<file path="src/rtl/ics_pkg.sv">
// ics_pkg: constants and types of the internal configuration sequencer.
// assumes a 100 MHz internal oscillator drives the whole sequencer.
package ics_pkg;

    // ------------------------------------------------------------
    // timing
    // ------------------------------------------------------------
    localparam int CLK_PERIOD_NS = 10;
    localparam int POR_DELAY_NS  = 1000;
    localparam int ERR_HOLD_NS   = 500;
    localparam int INIT_CYCLES   = 64;
    // least times round up
    localparam int POR_CYCLES  = (POR_DELAY_NS + CLK_PERIOD_NS - 1) / CLK_PERIOD_NS;
    localparam int ERR_CYCLES  = (ERR_HOLD_NS + CLK_PERIOD_NS - 1) / CLK_PERIOD_NS;
    localparam int CNT_W       = 8;

    // ------------------------------------------------------------
    // flash image layout
    // ------------------------------------------------------------
    localparam int HDR_ADDR    = 0;
    localparam int LEN_LSB     = 0;
    localparam int LEN_W       = 16;
    localparam int RUN_FLAG    = 31;
    localparam int RUN_LSB     = 16;
    localparam int RUN_W       = 15;
    localparam int DATA_LSB    = 0;
    localparam int DATA_W      = 16;
    localparam int FADDR_W     = 16;

    // ------------------------------------------------------------
    // types
    // ------------------------------------------------------------
    typedef enum logic [8:0] {
        ST_POR     = 9'h001,
        ST_HOLD    = 9'h002,
        ST_HDR     = 9'h004,
        ST_LOAD    = 9'h008,
        ST_DRAIN   = 9'h010,
        ST_RELEASE = 9'h020,
        ST_ERR     = 9'h040,
        ST_INIT    = 9'h080,
        ST_USER    = 9'h100
    } ics_state_t;

    typedef enum logic [1:0] {
        IO_TRISTATE = 2'h0,
        IO_PULLUP   = 2'h1,
        IO_USER     = 2'h2
    } ics_io_mode_t;

    typedef struct packed {
        logic [LEN_W-1:0]  addr;
        logic [DATA_W-1:0] data;
    } ics_config_ram_wr_t;

    localparam logic [CNT_W-1:0] CNT_ZERO = 8'h00;

endpackage : ics_pkg

</file>
<file path="src/rtl/ics_buf2.sv">
// ics_buf2: two-entry buffer between the decompressor and config_ram.
// assumes the sink may hold out_ready low for any number of cycles.
`timescale 1ns/1ps
module ics_buf2
    import ics_pkg::*;
(
    // clock and reset
    input  wire logic         clk,
    input  wire logic         resetn,
    // filling side
    input  wire logic         in_valid,
    output      logic         in_ready,
    input  wire ics_config_ram_wr_t in_data,
    // draining side
    output      logic         out_valid,
    input  wire logic         out_ready,
    output      ics_config_ram_wr_t out_data,
    // state
    output      logic         empty
);
    logic         out_valid_r;
    logic         skid_valid_r;
    ics_config_ram_wr_t out_data_r;
    ics_config_ram_wr_t skid_data_r;

    wire out_free = !out_valid_r || out_ready;
    wire in_take  = in_valid && !skid_valid_r;

    assign in_ready  = !skid_valid_r;
    assign out_valid = out_valid_r;
    assign out_data  = out_data_r;
    assign empty     = !out_valid_r && !skid_valid_r;

    // skid word goes first so order is kept under stall
    always_ff @(posedge clk or negedge resetn) begin
        if (!resetn) begin
            out_valid_r  <= 1'b0;
            skid_valid_r <= 1'b0;
            out_data_r   <= '0;
            skid_data_r  <= '0;
        end else if (out_free) begin
            out_valid_r  <= skid_valid_r || in_take;
            out_data_r   <= skid_valid_r ? skid_data_r : in_data;
            skid_valid_r <= 1'b0;
        end else if (in_take) begin
            skid_valid_r <= 1'b1;
            skid_data_r  <= in_data;
        end
    end

endmodule : ics_buf2

</file>
<file path="src/rtl/ics_sequencer.sv">
// ics_sequencer: power-on / reconfiguration sequencer. reads the image from
// config_flash, expands runs on the fly and writes config_ram, then runs
// initialization and enters user mode.
// assumes flash answers on clk; pins arrive asynchronously.
//
// How it works
// - a held-low reconfiguration request restarts the whole configuration sequence
// - while request is low, status and done are pulled low, I/O per io_config_bits
// - after power-up, wait the power-on delay then start configuration
// - configuration fetches words from config_flash and writes config_ram
// - compressed runs are expanded while loading, no separate pass
// - with auto-restart on, an error restarts configuration by itself
// - with auto-restart off, error holds status low until a request
// - initialization starts only after the done line reads high
// - initialization is clocked by the internal oscillator for fixed cycles
// - after initialization, user mode starts and user I/O is handed over
// - dual-purpose pins keep configuration role until user mode, then as selected
`timescale 1ns/1ps
module ics_sequencer
    import ics_pkg::*;
(
    // clock and reset
    input  wire logic               clk,
    input  wire logic               resetn,
    // external handshake pins
    input  wire logic               reconfig_req_n,
    input  wire logic               status_in,
    output      logic               status_out,
    output      logic               status_oe,
    input  wire logic               done_in,
    output      logic               done_out,
    output      logic               done_oe,
    // options
    input  wire logic               auto_restart_en,
    input  wire logic               compress_en,
    input  wire logic               io_config_bits,
    input  wire logic               pin_user_sel,
    // config_flash read port
    output      logic               flash_rd,
    output      logic [FADDR_W-1:0] flash_addr,
    input  wire logic               flash_rvalid,
    input  wire logic               flash_err,
    input  wire logic [31:0]        flash_rdata,
    // config_ram write port
    output      logic               config_ram_we,
    output      ics_config_ram_wr_t       config_ram_wr,
    input  wire logic               config_ram_ready,
    // device mode
    output      ics_io_mode_t       io_mode,
    output      logic               pin_user_en,
    output      logic               user_mode,
    output      logic               config_error
);
    // ------------------------------------------------------------
    // pin synchronisers
    // ------------------------------------------------------------
    logic [2:0] req_sync_r;
    logic [2:0] done_sync_r;
    logic       req_ok_r;
    logic       done_high_r;

    // change counts once stages 2 and 3 agree
    always_ff @(posedge clk or negedge resetn) begin
        if (!resetn) begin
            req_sync_r  <= 3'h7;
            done_sync_r <= 3'h0;
            req_ok_r    <= 1'b1;
            done_high_r <= 1'b0;
        end else begin
            req_sync_r  <= {req_sync_r[1:0], reconfig_req_n};
            done_sync_r <= {done_sync_r[1:0], done_in};
            if (req_sync_r[1] == req_sync_r[2])
                req_ok_r <= req_sync_r[2];
            if (done_sync_r[1] == done_sync_r[2])
                done_high_r <= done_sync_r[2];
        end
    end

    // ------------------------------------------------------------
    // state and load registers
    // ------------------------------------------------------------
    ics_state_t         state_r, state_nxt;
    logic [CNT_W-1:0]   cnt_r, cnt_nxt;
    logic               flash_rd_r;
    logic [FADDR_W-1:0] flash_addr_r;
    logic               tok_valid_r;
    logic [RUN_W-1:0]   run_left_r;
    logic [DATA_W-1:0]  tok_data_r;
    logic [LEN_W-1:0]   remain_r;
    logic [LEN_W-1:0]   wr_addr_r;
    logic               buf_in_ready;
    logic               buf_empty;
    logic               buf_out_valid;
    ics_config_ram_wr_t       buf_out_data;

    wire st_por  = (state_r == ST_POR);
    wire st_hdr  = (state_r == ST_HDR);
    wire st_load = (state_r == ST_LOAD);
    wire st_err  = (state_r == ST_ERR);
    wire st_init = (state_r == ST_INIT);
    wire st_hold = (state_r == ST_HOLD);

    // ------------------------------------------------------------
    // fetch and expand decode
    // ------------------------------------------------------------
    wire [LEN_W-1:0] hdr_len  = flash_rdata[LEN_LSB +: LEN_W];
    wire             tok_run  = flash_rdata[RUN_FLAG];
    wire [RUN_W-1:0] tok_cnt  = flash_rdata[RUN_LSB +: RUN_W];
    wire [LEN_W-1:0] tok_need = {1'b0, tok_cnt} + 16'h0001;
    wire             hdr_bad  = flash_err || (hdr_len == 16'h0000);
    // a run must fit what is left of the image
    wire tok_bad = flash_err || (tok_run && !compress_en)
                || (tok_run && (tok_need > remain_r));
    wire got_hdr  = st_hdr && flash_rvalid && flash_rd_r;
    wire got_tok  = st_load && flash_rvalid && flash_rd_r;
    wire push     = st_load && tok_valid_r && buf_in_ready;
    wire last_push = push && (remain_r == 16'h0001);
    wire want_rd  = st_hdr || (st_load && !tok_valid_r && !got_tok);
    wire count_done = (cnt_r == CNT_ZERO);

    function automatic logic [CNT_W-1:0] load_count(input ics_state_t s);
        case (s)
            ST_POR:  load_count = CNT_W'(POR_CYCLES);
            ST_ERR:  load_count = CNT_W'(ERR_CYCLES);
            ST_INIT: load_count = CNT_W'(INIT_CYCLES);
            default: load_count = CNT_ZERO;
        endcase
    endfunction : load_count

    // ------------------------------------------------------------
    // sequence
    // ------------------------------------------------------------
    always_comb begin
        state_nxt = state_r;
        case (state_r)
            ST_POR:     if (count_done) state_nxt = ST_HDR;
            ST_HOLD:    state_nxt = ST_POR;
            ST_HDR:     if (got_hdr) state_nxt = hdr_bad ? ST_ERR : ST_LOAD;
            ST_LOAD: begin
                if (got_tok && tok_bad)
                    state_nxt = ST_ERR;
                else if (last_push)
                    state_nxt = ST_DRAIN;
            end
            ST_DRAIN:   if (buf_empty) state_nxt = ST_RELEASE;
            ST_RELEASE: if (done_high_r) state_nxt = ST_INIT;
            ST_ERR:     if (auto_restart_en && count_done) state_nxt = ST_POR;
            ST_INIT:    if (count_done) state_nxt = ST_USER;
            ST_USER:    state_nxt = ST_USER;
            default:    state_nxt = ST_POR;
        endcase
        // request overrides every state and holds there
        if (!req_ok_r)
            state_nxt = ST_HOLD;
    end

    assign cnt_nxt = (state_nxt != state_r) ? load_count(state_nxt)
                   : (count_done ? CNT_ZERO : cnt_r - 8'h01);

    always_ff @(posedge clk or negedge resetn) begin
        if (!resetn) begin
            state_r <= ST_POR;
            cnt_r   <= CNT_W'(POR_CYCLES);
        end else begin
            state_r <= state_nxt;
            cnt_r   <= cnt_nxt;
        end
    end

    // ------------------------------------------------------------
    // flash fetch
    // ------------------------------------------------------------
    wire in_cfg_nxt = (state_nxt == ST_HDR) || (state_nxt == ST_LOAD);
    wire fetch_done = flash_rd_r && flash_rvalid;

    always_ff @(posedge clk or negedge resetn) begin
        if (!resetn) begin
            flash_rd_r   <= 1'b0;
            flash_addr_r <= '0;
        end else begin
            flash_rd_r <= in_cfg_nxt && want_rd && !fetch_done;
            if (state_nxt == ST_POR || state_nxt == ST_HOLD)
                flash_addr_r <= FADDR_W'(HDR_ADDR);
            else if (fetch_done)
                flash_addr_r <= flash_addr_r + 16'h0001;
        end
    end

    // ------------------------------------------------------------
    // run expansion, written straight into the buffer
    // ------------------------------------------------------------
    always_ff @(posedge clk or negedge resetn) begin
        if (!resetn) begin
            tok_valid_r <= 1'b0;
            run_left_r  <= '0;
            tok_data_r  <= '0;
        end else if (got_tok && !tok_bad) begin
            tok_valid_r <= 1'b1;
            run_left_r  <= tok_run ? tok_cnt : '0;
            tok_data_r  <= flash_rdata[DATA_LSB +: DATA_W];
        end else if (push) begin
            tok_valid_r <= (run_left_r != '0);
            run_left_r  <= (run_left_r != '0) ? run_left_r - 15'h0001 : '0;
        end else if (!st_load) begin
            tok_valid_r <= 1'b0;
        end
    end

    always_ff @(posedge clk or negedge resetn) begin
        if (!resetn) begin
            remain_r  <= '0;
            wr_addr_r <= '0;
        end else if (got_hdr) begin
            remain_r  <= hdr_len;
            wr_addr_r <= '0;
        end else if (push) begin
            remain_r  <= remain_r - 16'h0001;
            wr_addr_r <= wr_addr_r + 16'h0001;
        end
    end

    // stall by config_ram reaches the expander through in_ready
    ics_buf2 u_buf (
        .clk       (clk),
        .resetn    (resetn),
        .in_valid  (push),
        .in_ready  (buf_in_ready),
        .in_data   ({wr_addr_r, tok_data_r}),
        .out_valid (buf_out_valid),
        .out_ready (config_ram_ready),
        .out_data  (buf_out_data),
        .empty     (buf_empty)
    );

    // ------------------------------------------------------------
    // pins and mode outputs
    // ------------------------------------------------------------
    logic         status_oe_r;
    logic         done_oe_r;
    logic         user_mode_r;
    logic         pin_user_r;
    logic         cfg_err_r;
    ics_io_mode_t io_mode_r;

    wire pull_status = (state_nxt == ST_HOLD) || (state_nxt == ST_POR)
                    || (state_nxt == ST_ERR);
    wire release_done = (state_nxt == ST_RELEASE) || (state_nxt == ST_INIT)
                     || (state_nxt == ST_USER);
    wire user_nxt = (state_nxt == ST_USER);
    wire ics_io_mode_t io_nxt = user_nxt ? IO_USER
                              : (io_config_bits ? IO_PULLUP : IO_TRISTATE);

    always_ff @(posedge clk or negedge resetn) begin
        if (!resetn) begin
            status_oe_r <= 1'b1;
            done_oe_r   <= 1'b1;
            user_mode_r <= 1'b0;
            pin_user_r  <= 1'b0;
            cfg_err_r   <= 1'b0;
            io_mode_r   <= IO_TRISTATE;
        end else begin
            status_oe_r <= pull_status;
            done_oe_r   <= !release_done;
            user_mode_r <= user_nxt;
            pin_user_r  <= user_nxt && pin_user_sel;
            cfg_err_r   <= (state_nxt == ST_ERR);
            io_mode_r   <= io_nxt;
        end
    end

    // open drain: only ever pulls low
    assign status_out   = 1'b0;
    assign done_out     = 1'b0;
    assign status_oe    = status_oe_r;
    assign done_oe      = done_oe_r;
    assign flash_rd     = flash_rd_r;
    assign flash_addr   = flash_addr_r;
    assign config_ram_we      = buf_out_valid;
    assign config_ram_wr      = buf_out_data;
    assign io_mode      = io_mode_r;
    assign pin_user_en  = pin_user_r;
    assign user_mode    = user_mode_r;
    assign config_error = cfg_err_r;
endmodule : ics_sequencer

</file>
<file path="config.mk">
export PLATFORM = sky130hd
export DESIGN_NAME = ics_sequencer
export DESIGN_NICKNAME = d
export VERILOG_FILES = /design/src/rtl/ics_pkg.sv /design/src/rtl/ics_buf2.sv /design/src/rtl/ics_sequencer.sv
export SDC_FILE = /design/constraint.sdc
export NUM_CORES = 1
export LEC_CHECK = 0
export ABC_AREA = 0
export BUFFER_PORTS_ARGS = -buffer_cell sky130_fd_sc_hd__buf_2
export CORE_UTILIZATION = 50
export CTS_CLUSTER_DIAMETER = 40
export DETAILED_ROUTE_END_ITERATION = 12
export GPL_TIMING_DRIVEN = 0
export PLACE_DENSITY = 0.72
export SLEW_MARGIN = 10
export SYNTH_ARGS = -nofsm -noshare
export SYNTH_HDL_FRONTEND = slang
export SYNTH_HIERARCHICAL = 1
export SYNTH_SLANG_ARGS = --single-unit
</file>
<file path="constraint.sdc">
create_clock -name clk -period 3.2 [get_ports clk]
set_input_delay 0.64 -clock clk [delete_from_list [all_inputs] [get_ports clk]]
set_output_delay 0.64 -clock clk [all_outputs]
set_load 0.01 [all_outputs]
</file>
Word level (Yosys, flattened, before mapping)
Cells that the tools add are included.

Register bits after elaboration: 179. Input port bits: 44. Word-level logic and storage cells: 133.

Add/subtract/negate cells: 6. Magnitude comparators: 1. Equal/unequal tests: 21. Multiplexer cells: 32. Bitwise logic cells: 1. Reductions and logical operators: 47.

Operators with widths (number): 2-to-1 mux 16 bit (6); 2-to-1 mux 9 bit (9); one-hot mux 9 bit (8 select lines) (1); 2-to-1 mux 15 bit (4); adder 16 x 1 -> 16 bit (second input constant) (2); 2-to-1 mux 32 bit (1); one-hot mux 7 bit (3 select lines) (1); logical AND 1 bit (20); equality test 9 x 1 -> 1 bit (second input constant) (2); equality test 9 x 3 -> 1 bit (second input constant) (2); equality test 9 x 4 -> 1 bit (second input constant) (2); equality test 9 x 6 -> 1 bit (second input constant) (2); equality test 9 x 7 -> 1 bit (second input constant) (2); equality test 9 x 8 -> 1 bit (second input constant) (2); equality test 9 bit (second input constant) (2); adder 15 x 1 -> 16 bit (second input constant) (1); equality test 16 x 1 -> 1 bit (second input constant) (1); > comparator 16 bit (1); zero test 16 bit (1); 2-to-1 mux 8 bit (2); subtractor 16 x 1 -> 16 bit (second input constant) (1); nonzero test 15 bit (1); subtractor 15 x 1 -> 15 bit (second input constant) (1); logical OR 1 bit (11); other kinds (14) (30).

Longest topological paths before layout
Word-level depth: 12. Depth in mapped cells: 17.

Cells and area by module
Netlist, hierarchy kept.

By module, submodules not included: ics_sequencer (instances 1, cells an instance 756, area an instance 6586.3 µm², sequential area each 2815.2 µm²); ics_buf2 (instances 1, cells an instance 181, area an instance 3012.9 µm², sequential area each 1651.6 µm²).

Worst setup path after synthesis
Ideal clock, no wire load.

Path type: input to register. Start: input flash_rdata[18]. End: register tok_data_r[10]. Arrival: 4276 ps. Required time: 3135 ps. Path slack: -1141 ps. Stages on the path: 16. Cells stage by stage: and3_1 and3_1 nand3_1 nor2_1 and4_1 nand3_1 xnor2_1 ha_1 nand4_1 a2111oi_0 or3_1 a2111oi_1 clkbuf_1 buf_1 nand2_1 nand2_1.

Longest elaborated chain between the ends: 6.

Ends and longest elaborated chain: from (decl) (line ics_sequencer.sv:43) `input wire logic [31:0] flash_rdata,`; adder 15 x 1 -> 16 bit (line ics_sequencer.sv:109) `wire [LEN_W-1:0] tok_need = {1'b0, tok_cnt} + 16'h0001;`; > comparator 16 bit (line ics_sequencer.sv:113) `|| (tok_run && (tok_need > remain_r));`; logical AND 1 bit (line ics_sequencer.sv:113); logical OR 1 bit (line ics_sequencer.sv:113); zero test 1 bit (line ics_sequencer.sv:197) `end else if (got_tok && !tok_bad) begin`; logical AND 1 bit (line ics_sequencer.sv:197); to (signal assigned) (line ics_sequencer.sv:200) `tok_data_r <= flash_rdata[DATA_LSB +: DATA_W];`; to (decl) (line ics_sequencer.sv:88) `logic [DATA_W-1:0] tok_data_r;`.

Every way passes these cells. A chain may end at the register's enable or synchronous reset.

Final worst setup path
Start: input flash_rdata[18]. End: register run_left_r[10].

Longest elaborated chain between the ends: 7.

Ends and longest elaborated chain: adder 15 x 1 -> 16 bit (*) (line ics_sequencer.sv:109); > comparator 16 bit (*) (line ics_sequencer.sv:113); logical AND 1 bit (*) (line ics_sequencer.sv:113); logical OR 1 bit (*) (line ics_sequencer.sv:113); zero test 1 bit (*) (line ics_sequencer.sv:197); logical AND 1 bit (*) (line ics_sequencer.sv:197); 2-to-1 mux 15 bit or nonzero test 2 bit (tied branches); to (signal assigned) (line ics_sequencer.sv:199) `run_left_r <= tok_run ? tok_cnt : '0;`; to (signal assigned) (line ics_sequencer.sv:203) `run_left_r <= (run_left_r != '0) ? run_left_r - 15'h0001 : '0;`; to (decl) (line ics_sequencer.sv:87) `logic [RUN_W-1:0] run_left_r;`.

Mark *: on every way between the ends. The rest lies on a longest branch, timed or not.

==> impl_metrics.tcl <==
set metrics [dict create \
    cap_viol_max_count 0 \
    final_cells 1331 \
    ys_seq_elements 178 \
    crit_fanout 5 \
    dr.pass1.iters 4 \
    yosysSeqAreaShare_pct 46.5 \
    die_w_um 141 \
    numCtsBuffers 17 \
    die_area_um2 19800 \
    grt_setup_unrepaired "yes" \
    syn_area_per_cell_um2 10.2 \
    power_density_nw_per_um2 432 \
    synth_cells 937 \
    boundaryPins 103 \
    synth-main-ff-cell "dfrtp_1" \
    p_leak_uw 0.00525 \
    violations "negative setup slack" \
    worstPathRequired_ns 3.50 \
    r2r-end "cnt_r[5]" \
    clk_latency_ns 0.44 \
    clock_skew_ns 0.00983 \
    nets 1151 \
    drive_above_1_share_pct 32.0 \
    path_cells "buf_8, and3_4, and3_4, nand3_4, nor2_4, and4_4, nand3_4, xnor2_2, ha_1, a21oi_2, o21a_1, o21ai_1, or3_4, buf_4, buf_6, a2111o_1, buf_8, o311a_1, a31oi_1, o31ai_1" \
    core_area_um2 18800 \
    path_clk_slew_ns 0.07 \
    rrSetupSlack_ns -0.25 \
    path_depth 20 \
    vias_per_cell 5.75 \
    worstSetupPathType "in2reg" \
    layout_common_cells "168 x dfrtp_1, 111 x nand2_1, 103 x buf_2, 66 x mux2_2, 62 x nor2_1" \
    setup_viol 43 \
    critPathSlowestCell "or3_4" \
    dp_hpwl_um 16000 \
    post-route-drc-count 0 \
    whs_ns 0.247 \
    synth_edf_count 0 \
    antenna_found_initial 1 \
    cts_max_level 4 \
    finalInstanceArea_um2 11700 \
    setup_tns_ns -14.89 \
    hold_class "in2async" \
    clk_path_buf_depth 2 \
    nFillCells 1511 \
    timing.rr.start "state_r[2]" \
    ant_nets 0 \
    status "finished with violations" \
    regArea_um2 4470 \
    grt_pass1_vias 7548 \
    start_util_pct 51.1 \
    reg2regPathDepth 8 \
    timing.final.crit_share_pct 116 \
    num_vias 7650 \
    synthArstFlopShare_pct 100 \
    avgRoutedWirePerCell_um 17.4 \
    area_growth_pct 21.5 \
    worst-path-buf-inv 4 \
    layout_commonest_cell "dfrtp_1" \
    multi_input_area_um2 5010 \
    grt-ovfl-total 0 \
    root_buffer "clkbuf_16" \
    maxSlewViolCount 0 \
    yosysWarnings 6 \
    worst_pin_slew_ns 0.827 \
    total_power_uw 5030 \
    synth_area_um2 9600 \
    numPortBuffers 98 \
    cp-endpoint "run_left_r[10]" \
    gp_congestion 0.885 \
    grt_pass1_wl_um 37900 \
    track_usage_pct 24.2 \
    relSlewSlack_pct 44.5 \
    cts_hold_buf 0 \
    ir_drop_mv 0.345 \
    crit_family "simple AND/OR/NAND/NOR gates" \
    grt_start_max_net_pins 108 \
    cts_tree "yes" \
    max_freq_mhz 270 \
    routed_wl_um 23200 \
    startpoint "flash_rdata[18]" \
    drtIter0Drc 518 \
    placed_area_um2 10500 \
    cts.sinks 178 \
    dp_cells 1271 \
    arrival_ns 4.01 \
    die_height_um 141 \
    fin_crit_ns 3.71 \
    worst_setup_path_start_kind "input pin" \
    cp-end-kind "flop" \
    synth_cell_types 73 \
    max_stage_delay_ns 0.43 \
    worst_slack_ns -0.506 \
    finalHoldViolations 0 \
    rows 50 \
]
-- layout make-up --
cell class | instances | share of cell area [%]
Antenna cell | 1 | 0.0215
Buffer | 42 | 2.78
Clock buffer | 18 | 3.77
Clock inverter | 14 | 1.23
Inverter | 38 | 1.22
Multi-Input combinational cell | 675 | 43.0
Sequential cell | 178 | 38.3
Tap cell | 234 | 2.51
Timing Repair Buffer | 131 | 7.16
-- registers in the layout, summed over array words and instances, names as in the netlist, 8 cells and up --
register	cells
cnt_r	8
u_buf/skid_data_r	32
state_r	9
run_left_r	15
u_buf/out_data	32
wr_addr_r	16
tok_data_r	16
flash_addr	16
remain_r	16
-- cells by family (layout without fill, tap and decap cells) --
family                     Yosys count  count (layout)  share of synthesized area (%)
muxes                              101             101                           13.0
and+or+nand+nor                    355             355                           18.4
AOI/OAI and AO/OA                  144             144                           9.95
adders and majority gates           26              26                           3.34
xor gates and xnor gates            47              47                           4.29
buffers and inverters               85             243                           4.46
other                                1               3                         0.0391
DFF                                178             178                           46.5
-- cells in the mapped netlist, types with 4 or more instances --
library cell	instances	area, um^2
dfrtp_1	168	4200
a32oi_1	5	43.8
a211oi_1	4	30.0
o21ai_0	36	180
o211ai_1	11	82.6
inv_1	38	143
ha_1	24	300
nand4_1	18	113
mux2i_1	4	40.0
buf_1	4	15.0
dfstp_2	10	263
buf_6	5	56.3
xor2_1	20	175
buf_2	9	45.0
and2_1	6	37.5
o21a_1	4	30.0
and4_1	4	35.0
clkbuf_1	23	86.3
nor3_1	28	140
nand3_1	46	230
o31ai_1	4	30.0
and3_1	14	87.6
nor2b_1	8	50.1
nor4_1	12	75.1
or3_1	14	87.6
or2_2	4	25.0
mux2_2	66	743
xnor2_1	27	236
nor2_1	66	248
nand2_1	113	424
a22oi_1	4	30.0
mux2_4	31	465
or4_1	5	37.5
a21oi_1	34	170
a31oi_1	7	43.8
-- worst min path at each step --
stage,startpoint,to,slack (ns),depth (start not counted)
floorplan,done_sync_r[0],done_sync_r[1],0.33,0
global placement,done_sync_r[0],done_sync_r[1],0.33,0
detailed placement,done_sync_r[0],done_sync_r[1],0.33,0
CTS,resetn,u_buf/out_data[24],0.28,1
global route,reconfig_req_n,req_sync_r[0],0.29,1
finish,resetn,u_buf/out_data[28],0.25,1
-- repair_timing --
item                       4_1_cts  5_1_grt
resized for setup               49       27
pin swaps                       25       25
setup endpoints to repair       79      102
cloned                           2        0
setup buffers                   20       10
-- metal layers --
layer | share of wire (%) | wire length (um) | GRT usage, %
met4 | 2.5 | 588 | 10.1
met1 | 45 | 10300 | 31.8
met3 | 4.6 | 1070 | 4.31
met5 | 0 | 0 | 0
met2 | 48 | 11200 | 39.7
-- per-stage QoR --
step / util, % / setup WS, ns
floorplan: - / -0.800
global placement: 56.0 / -1.50
detailed placement: 56.2 / -1.57
CTS: 61.2 / -0.504
global route: 62.1 / -0.634
finish: 62.1 / -0.506
-- power by group --
group	internal, uW	switching [uW]
sequential	2320	54.4
combinational	253	358
clock	1060	994
total	3630	1410
No activity file was read; power rests on OpenSTA's default activity.
